$ cat config.mk
export PLATFORM = sky130hd
export DESIGN_NAME = ltc_control
export DESIGN_NICKNAME = d
export VERILOG_FILES = /design/src/verilog/ltc_pkg.sv /design/src/verilog/ltc_control.sv
export SDC_FILE = /design/constraint.sdc
export NUM_CORES = 1
export LEC_CHECK = 0
export ABC_AREA = 1
export BUFFER_PORTS_ARGS = -buffer_cell sky130_fd_sc_hd__buf_4
export CAP_MARGIN = 20
export CORE_MARGIN = 4
export CORE_UTILIZATION = 24
export CTS_CLUSTER_DIAMETER = 80
export DETAILED_ROUTE_END_ITERATION = 16
export SYNTH_ARGS = -nofsm -noshare
export SYNTH_HDL_FRONTEND = slang
export SYNTH_SLANG_ARGS = --single-unit
$ cat constraint.sdc
create_clock -name clk_i -period 2 [get_ports clk_i]
set_clock_uncertainty 0.1 [all_clocks]
set_input_delay 0.1 -clock clk_i [delete_from_list [all_inputs] [get_ports clk_i]]
set_output_delay 0.1 -clock clk_i [all_outputs]
set_load 0.005 [all_outputs]
$ cat src/verilog/ltc_pkg.sv
package ltc_pkg;

    // Register offsets on the serial control port
    localparam logic [7:0] ADDR_CTRL     = 8'h41;
    localparam logic [7:0] ADDR_RESULT   = 8'h42;
    localparam logic [7:0] ADDR_STATUS   = 8'h3A;

    // Control register field positions
    localparam int         TRIG_BIT      = 7;
    localparam int         IRQEN_BIT     = 6;
    localparam int         REPEAT_BIT    = 5;
    localparam int         CHAN_MSB      = 4;

    // Reset values
    localparam logic [7:0] CTRL_RESET    = 8'h00;
    localparam logic [7:0] RESULT_RESET  = 8'h00;

    // Channel codes
    localparam logic [4:0] CH_LED_LAST   = 5'h08;
    localparam logic [4:0] CH_PUMP       = 5'h0F;
    localparam logic [4:0] CH_BATT       = 5'h10;
    localparam logic [4:0] CH_IRQPIN     = 5'h11;
    localparam int         NUM_LEDS      = 9;

    // Result scaling: volts = code * LSB - offset
    localparam int         RESULT_LSB_MV = 30;
    localparam int         OFFSET_MV     = 1478;

    // Conversion time, 2.7 ms at the 100 MHz core clock
    localparam int         CONV_TIME_US  = 2700;
    localparam int         CLK_MHZ       = 100;
    localparam int         CONV_CYCLES   = CONV_TIME_US * CLK_MHZ;
    localparam int         TIMER_W       = 19;

    // Converter sequencer states
    typedef enum logic [1:0] {
        ST_IDLE = 2'b01,
        ST_CONV = 2'b10
    } ltc_fsm_t;

    // Analog mux routing, one bit per source
    typedef struct packed {
        logic [NUM_LEDS-1:0] led;
        logic                pump;
        logic                batt;
        logic                irqpin;
    } ltc_route_t;

    // Whole block state
    typedef struct packed {
        ltc_fsm_t             fsm;
        logic [TIMER_W-1:0]   timer;
        logic [7:0]           ctrl;
        logic [7:0]           result;
        logic [7:0]           rd_data;
        logic                 irq;
        logic                 done_flag;
        logic [7:0]           sync1;
        logic [7:0]           sync2;
        ltc_route_t           route;
    } ltc_state_t;

endpackage

$ cat src/verilog/ltc_control.sv
// What this block does
// - Repeat only when trigger and repeat set
// - No repeating while in power save
// - Codes 0..8 route LED one to nine
// - Codes 0F, 10, 11: pump, battery, pin
// - Result at 0x42, read only
// - Result step 30 mV, offset 1.478 V
// - Writing trigger one starts one 2.7 ms conversion
// - Done raises interrupt when IRQ enable (bit 6) is set; status read clears it
`timescale 1ns/1ps
module ltc_control
    import ltc_pkg::*;
#(
    parameter int CONV_CYCLES_P = CONV_CYCLES
) (
    // Clock and reset
    input  wire logic       clk_i,
    input  wire logic       sys_rst_i,
    // Register port from the serial bus slave
    input  wire logic       wr_en_i,
    input  wire logic       rd_en_i,
    input  wire logic [7:0] addr_i,
    input  wire logic [7:0] wr_data_i,
    output logic      [7:0] rd_data_o,
    // Device mode
    input  wire logic       power_save_i,
    // Analog converter
    input  wire logic [7:0] adc_code_i,
    output logic      [4:0] chan_sel_o,
    output ltc_route_t      route_o,
    output logic            conv_busy_o,
    // Completion
    output logic            done_flag_o,
    output logic            irq_o
);

    ltc_state_t st_ff;
    ltc_state_t nxt_st;
    ltc_route_t route_dec;
    logic       conv_done;
    logic       start_req;
    logic       repeat_ok;
    logic       status_rd;

    // Per-LED mux decode from the channel field
    // LED routing
    for (genvar g = 0; g < NUM_LEDS; g++) begin : g_led
        assign route_dec.led[g] = (st_ff.ctrl[CHAN_MSB:0] == 5'(g));
    end
    assign route_dec.pump   = (st_ff.ctrl[CHAN_MSB:0] == CH_PUMP);
    assign route_dec.batt   = (st_ff.ctrl[CHAN_MSB:0] == CH_BATT);
    assign route_dec.irqpin = (st_ff.ctrl[CHAN_MSB:0] == CH_IRQPIN);
    // Reserved codes leave the mux open

    // Sequencer conditions
    assign conv_done = (st_ff.fsm == ST_CONV) &&
                       (st_ff.timer == TIMER_W'(CONV_CYCLES_P - 1));
    // Write of one fires a conversion
    assign start_req = wr_en_i && (addr_i == ADDR_CTRL) && wr_data_i[TRIG_BIT];
    assign repeat_ok = st_ff.ctrl[TRIG_BIT] && st_ff.ctrl[REPEAT_BIT] && !power_save_i;
    assign status_rd = rd_en_i && (addr_i == ADDR_STATUS);

    // Next-state logic for the whole block
    always_comb begin
        nxt_st       = st_ff;
        nxt_st.sync1 = adc_code_i;
        nxt_st.sync2 = st_ff.sync1;
        nxt_st.route = route_dec;

        // Control register; result register ignores writes
        // Result is read only
        if (wr_en_i && (addr_i == ADDR_CTRL)) begin
            nxt_st.ctrl = wr_data_i;
        end

        // Read port, unmapped and status offsets answer zero
        if (rd_en_i) begin
            unique case (addr_i)
                ADDR_CTRL:   nxt_st.rd_data = st_ff.ctrl;
                ADDR_RESULT: nxt_st.rd_data = st_ff.result;
                default:     nxt_st.rd_data = 8'h00;
            endcase
        end

        // Status read clears; a same-cycle completion wins below
        if (status_rd) begin
            nxt_st.irq       = 1'b0;
            nxt_st.done_flag = 1'b0;
        end

        unique case (st_ff.fsm)
            ST_IDLE: begin
                nxt_st.timer = '0;
                // Resume repeating once power save ends
                if (start_req || repeat_ok) begin
                    nxt_st.fsm = ST_CONV;
                end
            end
            ST_CONV: begin
                nxt_st.timer = st_ff.timer + TIMER_W'(1);
                if (conv_done) begin
                    // Code scales by 30 mV, less 1.478 V
                    nxt_st.result    = st_ff.sync2;
                    nxt_st.done_flag = 1'b1;
                    nxt_st.timer     = '0;
                    if (st_ff.ctrl[IRQEN_BIT]) begin
                        nxt_st.irq = 1'b1;
                    end
                    nxt_st.fsm = repeat_ok ? ST_CONV : ST_IDLE;
                end
            end
            default: begin
                nxt_st.fsm   = ST_IDLE;
                nxt_st.timer = '0;
            end
        endcase
    end

    // State register
    always_ff @(posedge clk_i) begin
        if (sys_rst_i) begin
            st_ff.fsm       <= ST_IDLE;
            st_ff.timer     <= '0;
            st_ff.ctrl      <= CTRL_RESET;
            st_ff.result    <= RESULT_RESET;
            st_ff.rd_data   <= 8'h00;
            st_ff.irq       <= 1'b0;
            st_ff.done_flag <= 1'b0;
            st_ff.sync1     <= 8'h00;
            st_ff.sync2     <= 8'h00;
            st_ff.route     <= '0;
        end else begin
            st_ff <= nxt_st;
        end
    end

    // Outputs straight from flops
    assign rd_data_o   = st_ff.rd_data;
    assign chan_sel_o  = st_ff.ctrl[CHAN_MSB:0];
    assign route_o     = st_ff.route;
    assign conv_busy_o = st_ff.fsm[1];
    assign done_flag_o = st_ff.done_flag;
    assign irq_o       = st_ff.irq;
endmodule // ltc_control

==> run metrics, run 1 <==
Most used DFF post-synth dfxtp_1; static leakage 0.001738 uW; first-pass GRT wire length about 12,000 um; CTS tree built; via count around 2.7k; RSZ-0062 raised after global routing false; status complete, no violations; clock root cell clkbuf_16; slew at the pin closest to its max-slew limit around 0.4 ns; Ports 57; Antenna Nets Post-Route 0; Routed WL ~7200 um; Clock Pin Slew Worst Setup and Hold Paths ~0.060 ns; drt first pass iters 4; layout cells sized above 1 roughly a fifth; DR vias/cell about 4.2; largest net degree at the start of global routing 30; ys async rst share 0%; Total GRT Usage under 10%; net count after synthesis approximately 450; placed instance count between 600 and 700; die height roughly 120 um; # DRC 0; fmax 555.0 MHz; CP required approximately 2.1 ns; critical path, cell by cell ha_1 -> nand3_2 -> nor2_1 -> nand2_1 -> nor3_2 -> xor2_1 -> nor2_1; NumNets Final 497; Netlist cell types 26; n_diodes 0; top post-synthesis cells by count nor2_1, dfxtp_1, inv_1; Worst path most repeated cell nor2_1; Buffers on Ports 56; Post-synth EDFFs 0; reg2reg setup slack between 0.15 and 0.2 ns; Syn-to-layout area delta 27.69%; Syn Area/Cell approximately 7.8 um^2; die width ~120 um; Hold Vio Cnt, Final 0; setup TNS 0 ns; area share of the largest cell type after synthesis a little under half; CP endpoint kind flop; VDD IR max approximately 0.57 mV; Initial Util between 20 and 25%; Post-Syn Instances between 400 and 500; Final Non-Filler Cells around 650; clock sink count 75; Final Critical Period between 1.5 and 2 ns; initial antenna violation count 0; Ys Warns 0; pre-CTS setup slack ~0.11 ns; Max Buffers Root-to-Sink 2; Placer Congestion between 0.8 and 0.9; critical path peak fanout 5; Avg WL per Cell roughly 11 um; register area share after synthesis a little under half; row count 42; WS Path Type flop to flop; Arr. time, crit path around 1.9 ns; post-synth top area cell dfxtp_1; Cell Pwr Density 875.1 nW/um^2; Setup crit start kind flop; initial DRC count 166; HPWL Detailed roughly 5300 um; final setup margin ~0.20 ns; Crit-path slowest cell dfxtp_1; Synth area leaders dfxtp_1, nor2_1, inv_1; Worst path max stage delay ~0.4 ns; GRT overflow 0; Slew HR 72.99%; post-CTS setup buffers 0; FF+latch count, synth 75; TritonCTS Buffers 9; vias in the first global route 2,497; period utilization between 90% and 100%; Core Area ~13,000 um^2; Max Cap Violations 0; final core occ 31.20%; die area 15,400 um^2; Setup-failing EPs final 0; final slew viol count 0; Post-Syn Area around 3200 um^2; most common cell in the synthesized netlist nor2_1; H-tree Lvls 3; Clock Latency Late Sink 0.33 ns; Hold WC Path Type primary input to flop
-- cells in the final DEF (no fill, tap or decap), types with 8 or more instances in the layout --
cell           instances
nor3_1                10
dlygate4sd3_1         15
clkbuf_16              9
a21oi_1               12
nor2_1                80
o221ai_1               8
a211oi_2               8
buf_4                 58
dfxtp_1               75
o21ai_0               17
nand3_1               13
xor2_1                 9
inv_1                 71
nand2_1               49
-- where the power goes --
part           internal, uW  total, uW  switching (uW)
Sequential             1540       1570            26.8
Combinational           155        347             192
Clock                  1090       1700             615
Total                  2780       3620             834
-- worst max-delay path: cells and delay by family (launching register included) --
family        cells  cell delay [ns]
flops             1             0.39
simple gates      5             0.79
fa+ha+maj         1             0.22
xor+xnor          1             0.18
-- flip-flops by register name, summed over array words and instances, names as in the netlist --
| name | cells |
|---|---|
| chan_sel_o | 5 |
| route_o | 12 |
| nxt_st | 8 |
| done_flag_o | 1 |
| conv_busy_o | 1 |
| rd_data_o | 8 |
| st_ff | 39 |
| irq_o | 1 |
-- area by class of cell --
class                           instances  area [um^2]
Sequential cell                        75         1501
Inverter                               71        266.5
Clock inverter                          6        90.09
Multi-Input combinational cell        235         1242
Fill cell                            1396         9111
Tap cell                              176        220.2
Clock buffer                            9        225.2
Timing Repair Buffer                   73        585.6
-- kinds of logic after synthesis --
kind of cell / after synthesis / share of synthesized area, %
flip-flops: 75 / 46.40
XOR/XNOR: 13 / 3.519
buffers and inverters: 105 / 15.43
adder cells (fa/ha/maj): 3 / 1.160
AO/OA/AOI/OAI: 46 / 9.977
AND/OR/NAND/NOR: 173 / 23.51
-- what timing repair did --
| item | 4_1_cts | 5_1_grt |
|---|---|---|
| hold buffers | 15 | 0 |
| setup endpoints to repair | 0 | 2 |
| resized for setup | 0 | 1 |
| endpoints found under the hold margin | 15 | 0 |
-- path summary, 6_finish.rpt --
| kind | start | endpoint | cells after the start |
|---|---|---|---|
| worst max register to register | st_ff[54]$_SDFF_PP0_ | st_ff[68]$_SDFF_PP0_ | 7 |
| worst min-delay path | sys_rst_i | st_ff[13]$_SDFF_PP0_ | 2 |
| worst min register to register | nxt_st[19]$_SDFF_PP0_ | st_ff[19]$_SDFF_PP0_ | 2 |
| worst max-delay path | st_ff[54]$_SDFF_PP0_ | st_ff[68]$_SDFF_PP0_ | 7 |
-- layer usage --
layer / track usage, % / part of all wire, % / wire length (um) / vias up
met3: 2.861 / 7.0 / 503 / 10
met4: 4.107 / 1.9 / 134 / 0
li1: - / - / - / 1378
met1: 12.37 / 46 / 3318 / 1231
met2: 15.10 / 45 / 3239 / 75
met5: 0 / 0 / 0 / -
-- metrics by stage --
stage / cell area [um^2] / hold WS (ns) / total power, uW
6_report: 4131 / 0.05365 / 3616
3_5_place_dp: 3659 / 0.2098 / 1919
4_1_cts: 4124 / 0.04730 / 3654
3_3_place_gp: 3659 / 0.2030 / 1903
2_1_floorplan: 3236 / 0.1070 / 1800
5_1_grt: 4131 / 0.06637 / 3774
Power figures use the tool's default switching activity.
==> run 2, diff against run 1 <==
--- a/config.mk
+++ b/config.mk
@@ -10,6 +10,7 @@
 export CAP_MARGIN = 20
 export CORE_MARGIN = 4
 export CORE_UTILIZATION = 24
+export CTS_BUF_LIST = sky130_fd_sc_hd__clkbuf_8
 export CTS_CLUSTER_DIAMETER = 80
 export DETAILED_ROUTE_END_ITERATION = 16
 export SYNTH_ARGS = -nofsm -noshare
==> run 2 against run 1 <==
- count of clock-buffer cells in the layout did not move
- final cell count did not move
- routed wire length barely moved
- hold slack got worse by 0.017 ns
- critical path depth rose by 1
- clock power fell by 26%
- critical endpoint is now st_ff[72]$_SDFF_PP0_
==> run metrics, run 2 (same netlist as run 1, synthesis figures left out) <==
Setup-failing EPs final 0 (unchanged); register area 1501 um^2 (unchanged); hold slack 0.03636 ns (was 0.05365 ns); drt first pass iters 4 (unchanged); most frequent cells in the layout nor2_1, dfxtp_1, inv_1 (unchanged); static leakage 0.001691 uW (was 0.001738 uW); DR vias/cell 4.180 (was 4.177); met1 usage 12.09% (was 12.37%); CP endpoint kind flop (unchanged); Syn-to-layout area delta 24.56% (was 27.69%); critical path peak fanout 5 (unchanged); largest net degree at the start of global routing 30 (unchanged); Max Buffers Root-to-Sink 2 (unchanged); Worst path max stage delay 0.40 ns (was 0.39 ns); Slew HR 72.68% (was 72.99%); Hold Vio Cnt, Final 0 (unchanged); Avg WL per Cell 11.16 um (was 11.15 um); Cell Pwr Density 788.1 nW/um^2 (was 875.1 nW/um^2); Ports 57 (unchanged); Final Critical Period 1.805 ns (was 1.802 ns); HPWL Detailed 5282 um (unchanged); Max Cap Violations 0 (unchanged); Setup crit start kind flop (unchanged); initial antenna violation count 0 (unchanged); Clock Latency Late Sink 0.35 ns (was 0.33 ns); first-pass GRT wire length 11,470 um (was 11,630 um); Initial Util 24.43% (unchanged); Total GRT Usage 9.507% (was 9.659%); via count 2,696 (was 2,694); fillcell total 1,414 (was 1,396); vias in the first global route 2,496 (was 2,497); Buffers on Ports 56 (unchanged); GRT overflow 0 (unchanged); clock root cell clkbuf_8 (was clkbuf_16); row count 42 (unchanged); Arr. time, crit path 1.94 ns (was 1.92 ns); NumNets Final 497 (unchanged); die area 15,400 um^2 (unchanged); die width 124.1 um (unchanged); VDD IR max 0.4038 mV (was 0.5654 mV); GR Util met3 2.316% (was 2.861%); initial DRC count 130 (was 166); multi-input logic area 1242 um^2 (unchanged); Placer Congestion 0.8895 (unchanged); period utilization 90.27% (was 90.09%); status complete, no violations (unchanged); # DRC 0 (unchanged); H-tree Lvls 3 (unchanged); WS Path Type flop to flop (unchanged); TritonCTS Buffers 9 (unchanged); critical path, cell by cell ha_1 -> nand3_2 -> nor2_1 -> nand2_1 -> nor3_2 -> nand2_1 -> nor2_1 -> nor3_1 (was ha_1 -> nand3_2 -> nor2_1 -> nand2_1 -> nor3_2 -> xor2_1 -> nor2_1); die height 124.1 um (unchanged); Clock Pin Slew Worst Setup and Hold Paths 0.08 ns (was 0.06 ns); Largest register FFs 39 (unchanged); Antenna Nets Post-Route 0 (unchanged); final slew viol count 0 (unchanged); met2 Use GR 15.07% (was 15.10%); RSZ-0062 raised after global routing false (unchanged); Crit-path slowest cell dfxtp_1 (unchanged); Core Area 13,240 um^2 (unchanged); CP required 2.13 ns (was 2.12 ns); Hold WC Path Type primary input to flop (unchanged); final core occ 30.43% (was 31.20%); CTS tree built (unchanged); clock sink count 75 (unchanged); fmax 553.9 MHz (was 555.0 MHz); n_diodes 0 (unchanged); slew at the pin closest to its max-slew limit 0.4067 ns (was 0.4020 ns); layout cells sized above 1 19.19% (unchanged); gr busiest metal met2 (unchanged); Reg with most FFs st_ff (unchanged); Routed WL 7197 um (was 7194 um); setup TNS 0 ns (unchanged); leading cell type in the layout, fill and taps excluded nor2_1 (unchanged)
==> run 2: cell count changes in the layout (fill, tap and decap cells not counted) <==
cell       delta
clkbuf_16     -9
clkbuf_8      +9
==> run 2: worst max-delay path, delay by kind of cell, from the launching register on <==
family | cells | cell delay [ns]
AND/OR/NAND/NOR | 7 | 0.96
flip-flops | 1 | 0.40
adder cells (fa/ha/maj) | 1 | 0.22
==> run 2: per-stage QoR <==
stage / cells / worst slack [ns] / power [uW] / instance area [um^2]
floorplan: 415 / 0.3911 / 1800 / 3236
global placement: 615 / 0.2062 / 1903 / 3659
detailed placement: 615 / 0.1145 / 1919 / 3659
CTS: 645 / 0.07637 / 3209 / 4023
global route: 645 / 0.03146 / 3326 / 4030
finish: 645 / 0.1946 / 3176 / 4030
==> run 2: repair_timing <==
item,CTS,global route
gates resized for setup,0,1
hold endpoints to repair,15,0
hold buffers,15,0
setup endpoints to repair,0,2
setup buffers,0,0
==> run 2: cell type report <==
type	instances	share of cell area, %
inverter	71	6.613
sequential	75	37.26
multi-input combinational	235	30.83
timing repair buffer	73	14.53
clock inverter	6	2.235
clock buffer	9	3.074
tap	176	5.464
==> run 2: per-layer routing <==
metal	up-vias	part of all wire, %
met1	1244	47
met5	-	0
met3	11	6.3
li1	1377	-
met4	0	1.9
met2	64	45
==> run 2: path summary, 6_finish.rpt <==
path	startpoint	depth (start not counted)	slack, ns	endpoint
setup reg to reg	st_ff[54]$_SDFF_PP0_	8	0.19	st_ff[72]$_SDFF_PP0_
hold / removal	sys_rst_i	2	0.04	st_ff[13]$_SDFF_PP0_
setup / recovery	st_ff[54]$_SDFF_PP0_	8	0.19	st_ff[72]$_SDFF_PP0_
hold reg to reg	nxt_st[19]$_SDFF_PP0_	2	0.30	st_ff[19]$_SDFF_PP0_
==> run 2: report_power, final <==
part	internal (uW)	switching, uW	leakage (uW)
registers	1540	27.0	0.000610
logic	155	194	0.000976
clock network	699	565	0.000106
total	2390	785	0.00169
==> run 3, diff against run 2 <==
--- a/config.mk
+++ b/config.mk
@@ -6,13 +6,13 @@
 export NUM_CORES = 1
 export LEC_CHECK = 0
 export ABC_AREA = 1
-export BUFFER_PORTS_ARGS = -buffer_cell sky130_fd_sc_hd__buf_4
 export CAP_MARGIN = 20
 export CORE_MARGIN = 4
 export CORE_UTILIZATION = 24
 export CTS_BUF_LIST = sky130_fd_sc_hd__clkbuf_8
 export CTS_CLUSTER_DIAMETER = 80
 export DETAILED_ROUTE_END_ITERATION = 16
+export DONT_BUFFER_PORTS = 1
 export SYNTH_ARGS = -nofsm -noshare
 export SYNTH_HDL_FRONTEND = slang
 export SYNTH_SLANG_ARGS = --single-unit
==> run 3 against run 2 <==
- critical path depth is 3 lower
- maximum frequency shrank 2.6%
- core utilization down 2.4 points
- flip-flop and latch count unchanged
- register-to-register slack improved by 0.04 ns
- global-route usage decreased by 0.12 points
- largest power group unchanged
- critical endpoint is now irq_o$_SDFF_PP0_
- count of clock-buffer cells in the layout did not move
- final cell count shrank 6.8%
- non-clock buffer count fell by 45
- sequential share of layout area increased by 3.2 points
- critical path type is now primary input to flop
==> run metrics, run 3 (same netlist as run 1, synthesis figures left out) <==
status complete, no violations (unchanged); post-CTS setup buffers 0 (unchanged); row count 42 (unchanged); Reg with most FFs st_ff (unchanged); CP required 2.14 ns (was 2.13 ns); HPWL Detailed 5231 um (was 5282 um); Clock Pin Slew Worst Setup and Hold Paths 0.09 ns (was 0.08 ns); die width 124.1 um (unchanged); Buffers on Ports 0 (was 56); # DRC 0 (unchanged); most frequent cells in the layout nor2_1, dfxtp_1, inv_1 (unchanged); Final Critical Period 1.854 ns (was 1.805 ns); Setup crit start kind primary input (was flop); hold bufs inserted after CTS 24 (was 15); Routed WL 7139 um (was 7197 um); Total GRT Usage 9.388% (was 9.507%); first-pass GRT wire length 11,290 um (was 11,470 um); n_diodes 0 (unchanged); die area 15,400 um^2 (unchanged); NumNets Final 452 (was 497); Arr. time, crit path 1.99 ns (was 1.94 ns); via count 2,516 (was 2,696); RSZ-0062 raised after global routing false (unchanged); static leakage 0.001447 uW (was 0.001691 uW); WS Path Type primary input to flop (was flop to flop); layout cells sized above 1 8.941% (was 19.19%); Clock Latency Late Sink 0.35 ns (about the same); Setup-failing EPs final 0 (unchanged); Hold Vio Cnt, Final 0 (unchanged); fmax 539.3 MHz (was 553.9 MHz); period utilization 92.71% (was 90.27%); Largest delay share family, worst path buffers and inverters (was simple AND/OR/NAND/NOR gates); Slew HR 58.54% (was 72.68%); Syn-to-layout area delta 14.58% (was 24.56%); initial antenna violation count 0 (unchanged); Worst path max stage delay 0.93 ns (was 0.40 ns); cts repair resizes 0 (unchanged); Ports 57 (unchanged); leading cell type in the layout, fill and taps excluded nor2_1 (unchanged); Placer Congestion 0.8299 (was 0.8895); Worst path most repeated cell dlygate4sd3_1; die height 124.1 um (unchanged); vias in the first global route 2,384 (was 2,496); TritonCTS Buffers 9 (unchanged); largest net degree at the start of global routing 30 (unchanged); Hold WC Path Type primary input to flop (unchanged); fillcell total 1,434 (was 1,414); Max Cap Violations 0 (unchanged); setup TNS 0 ns (unchanged); CP endpoint kind flop (unchanged); clock root cell clkbuf_8 (unchanged); drt first pass iters 4 (unchanged); Cell Pwr Density 797.3 nW/um^2 (was 788.1 nW/um^2); Initial Util 24.43% (unchanged); H-tree Lvls 3 (unchanged); Largest register FFs 39 (unchanged); critical path, cell by cell dlygate4sd3_1 -> nand3_1 -> dlygate4sd3_1 -> nand2_1 -> a21oi_1 (was ha_1 -> nand3_2 -> nor2_1 -> nand2_1 -> nor3_2 -> nand2_1 -> nor2_1 -> nor3_1); clock sink count 75 (unchanged); Max Buffers Root-to-Sink 2 (unchanged); Antenna Nets Post-Route 0 (unchanged); critical path peak fanout 17 (was 5); initial DRC count 150 (was 130); CTS tree built (unchanged); slew at the pin closest to its max-slew limit 0.6198 ns (was 0.4067 ns); worst path buffer plus inverter count 2 (was 0); total power 2956 uW (was 3176 uW); VDD IR max 0.3046 mV (was 0.4038 mV); hold slack 0.04575 ns (was 0.03636 ns); Avg WL per Cell 11.88 um (was 11.16 um); GRT overflow 0 (unchanged); final slew viol count 0 (unchanged); DR vias/cell 4.186 (was 4.180); Core Area 13,240 um^2 (unchanged); Crit-path slowest cell dlygate4sd3_1 (was dfxtp_1)
==> run 3: changes by cell type in the layout (fill, tap and decap cells not counted) <==
cell,before,now
buf_12,0,2
nand3_2,3,4
nand3_4,1,0
clkinv_8,0,1
buf_4,58,3
clkinv_2,1,0
dlygate4sd3_1,15,23
bufinv_16,2,0
inv_6,1,4
==> run 3: final timing paths <==
check                                      startpoint                    endpoint  slack, ns  cells after the start
worst max register to register   st_ff[54]$_SDFF_PP0_        st_ff[72]$_SDFF_PP0_       0.23                      8
worst min-delay path                          wr_en_i  chan_sel_o[4]$_SDFFE_PP0N_       0.05                      3
worst max-delay path                          rd_en_i            irq_o$_SDFF_PP0_       0.15                      5
worst min register to register  nxt_st[16]$_SDFF_PP0_        st_ff[16]$_SDFF_PP0_       0.30                      2
==> run 3: stage by stage <==
stage | cell area [um^2] | utilization, % | cells | worst slack [ns]
2_1_floorplan | 3236 | - | 415 | 0.3911
3_3_place_gp | 3266 | 24.66 | 561 | 0.2791
3_5_place_dp | 3266 | 24.66 | 561 | 0.2465
4_1_cts | 3707 | 28.00 | 601 | 0.1862
5_1_grt | 3707 | 28.00 | 601 | 0.04229
6_report | 3707 | 28.00 | 601 | 0.1458
==> run 3: area by class of cell <==
cell class	instances	area, um^2	share of cell area, %
sequential	75	1501	40.50
multi-input combinational	235	1235	33.31
timing repair buffer	28	292.8	7.897
inverter	71	266.5	7.189
tap	176	220.2	5.940
clock buffer	9	123.9	3.341
clock inverter	7	67.56	1.822
==> run 3: where the power goes <==
part / switching, uW / internal, uW
combinational: 166 / 118
sequential: 34.2 / 1540
clock: 621 / 480
==> run 3: metal layers <==
metal / wire length (um) / vias to the layer above / share of wire, % / GRT usage (%)
met5: 0 / - / 0 / 0
li1: - / 1287 / - / -
met4: 107 / 0 / 1.5 / 2.669
met1: 3317 / 1143 / 46 / 11.89
met2: 3123 / 76 / 44 / 14.93
met3: 589 / 10 / 8.3 / 3.542
==> run 3: worst min-delay path: stages <==
cell     delay (ns)
nand3_1        0.06
buf_4          0.20
a21oi_1        0.09
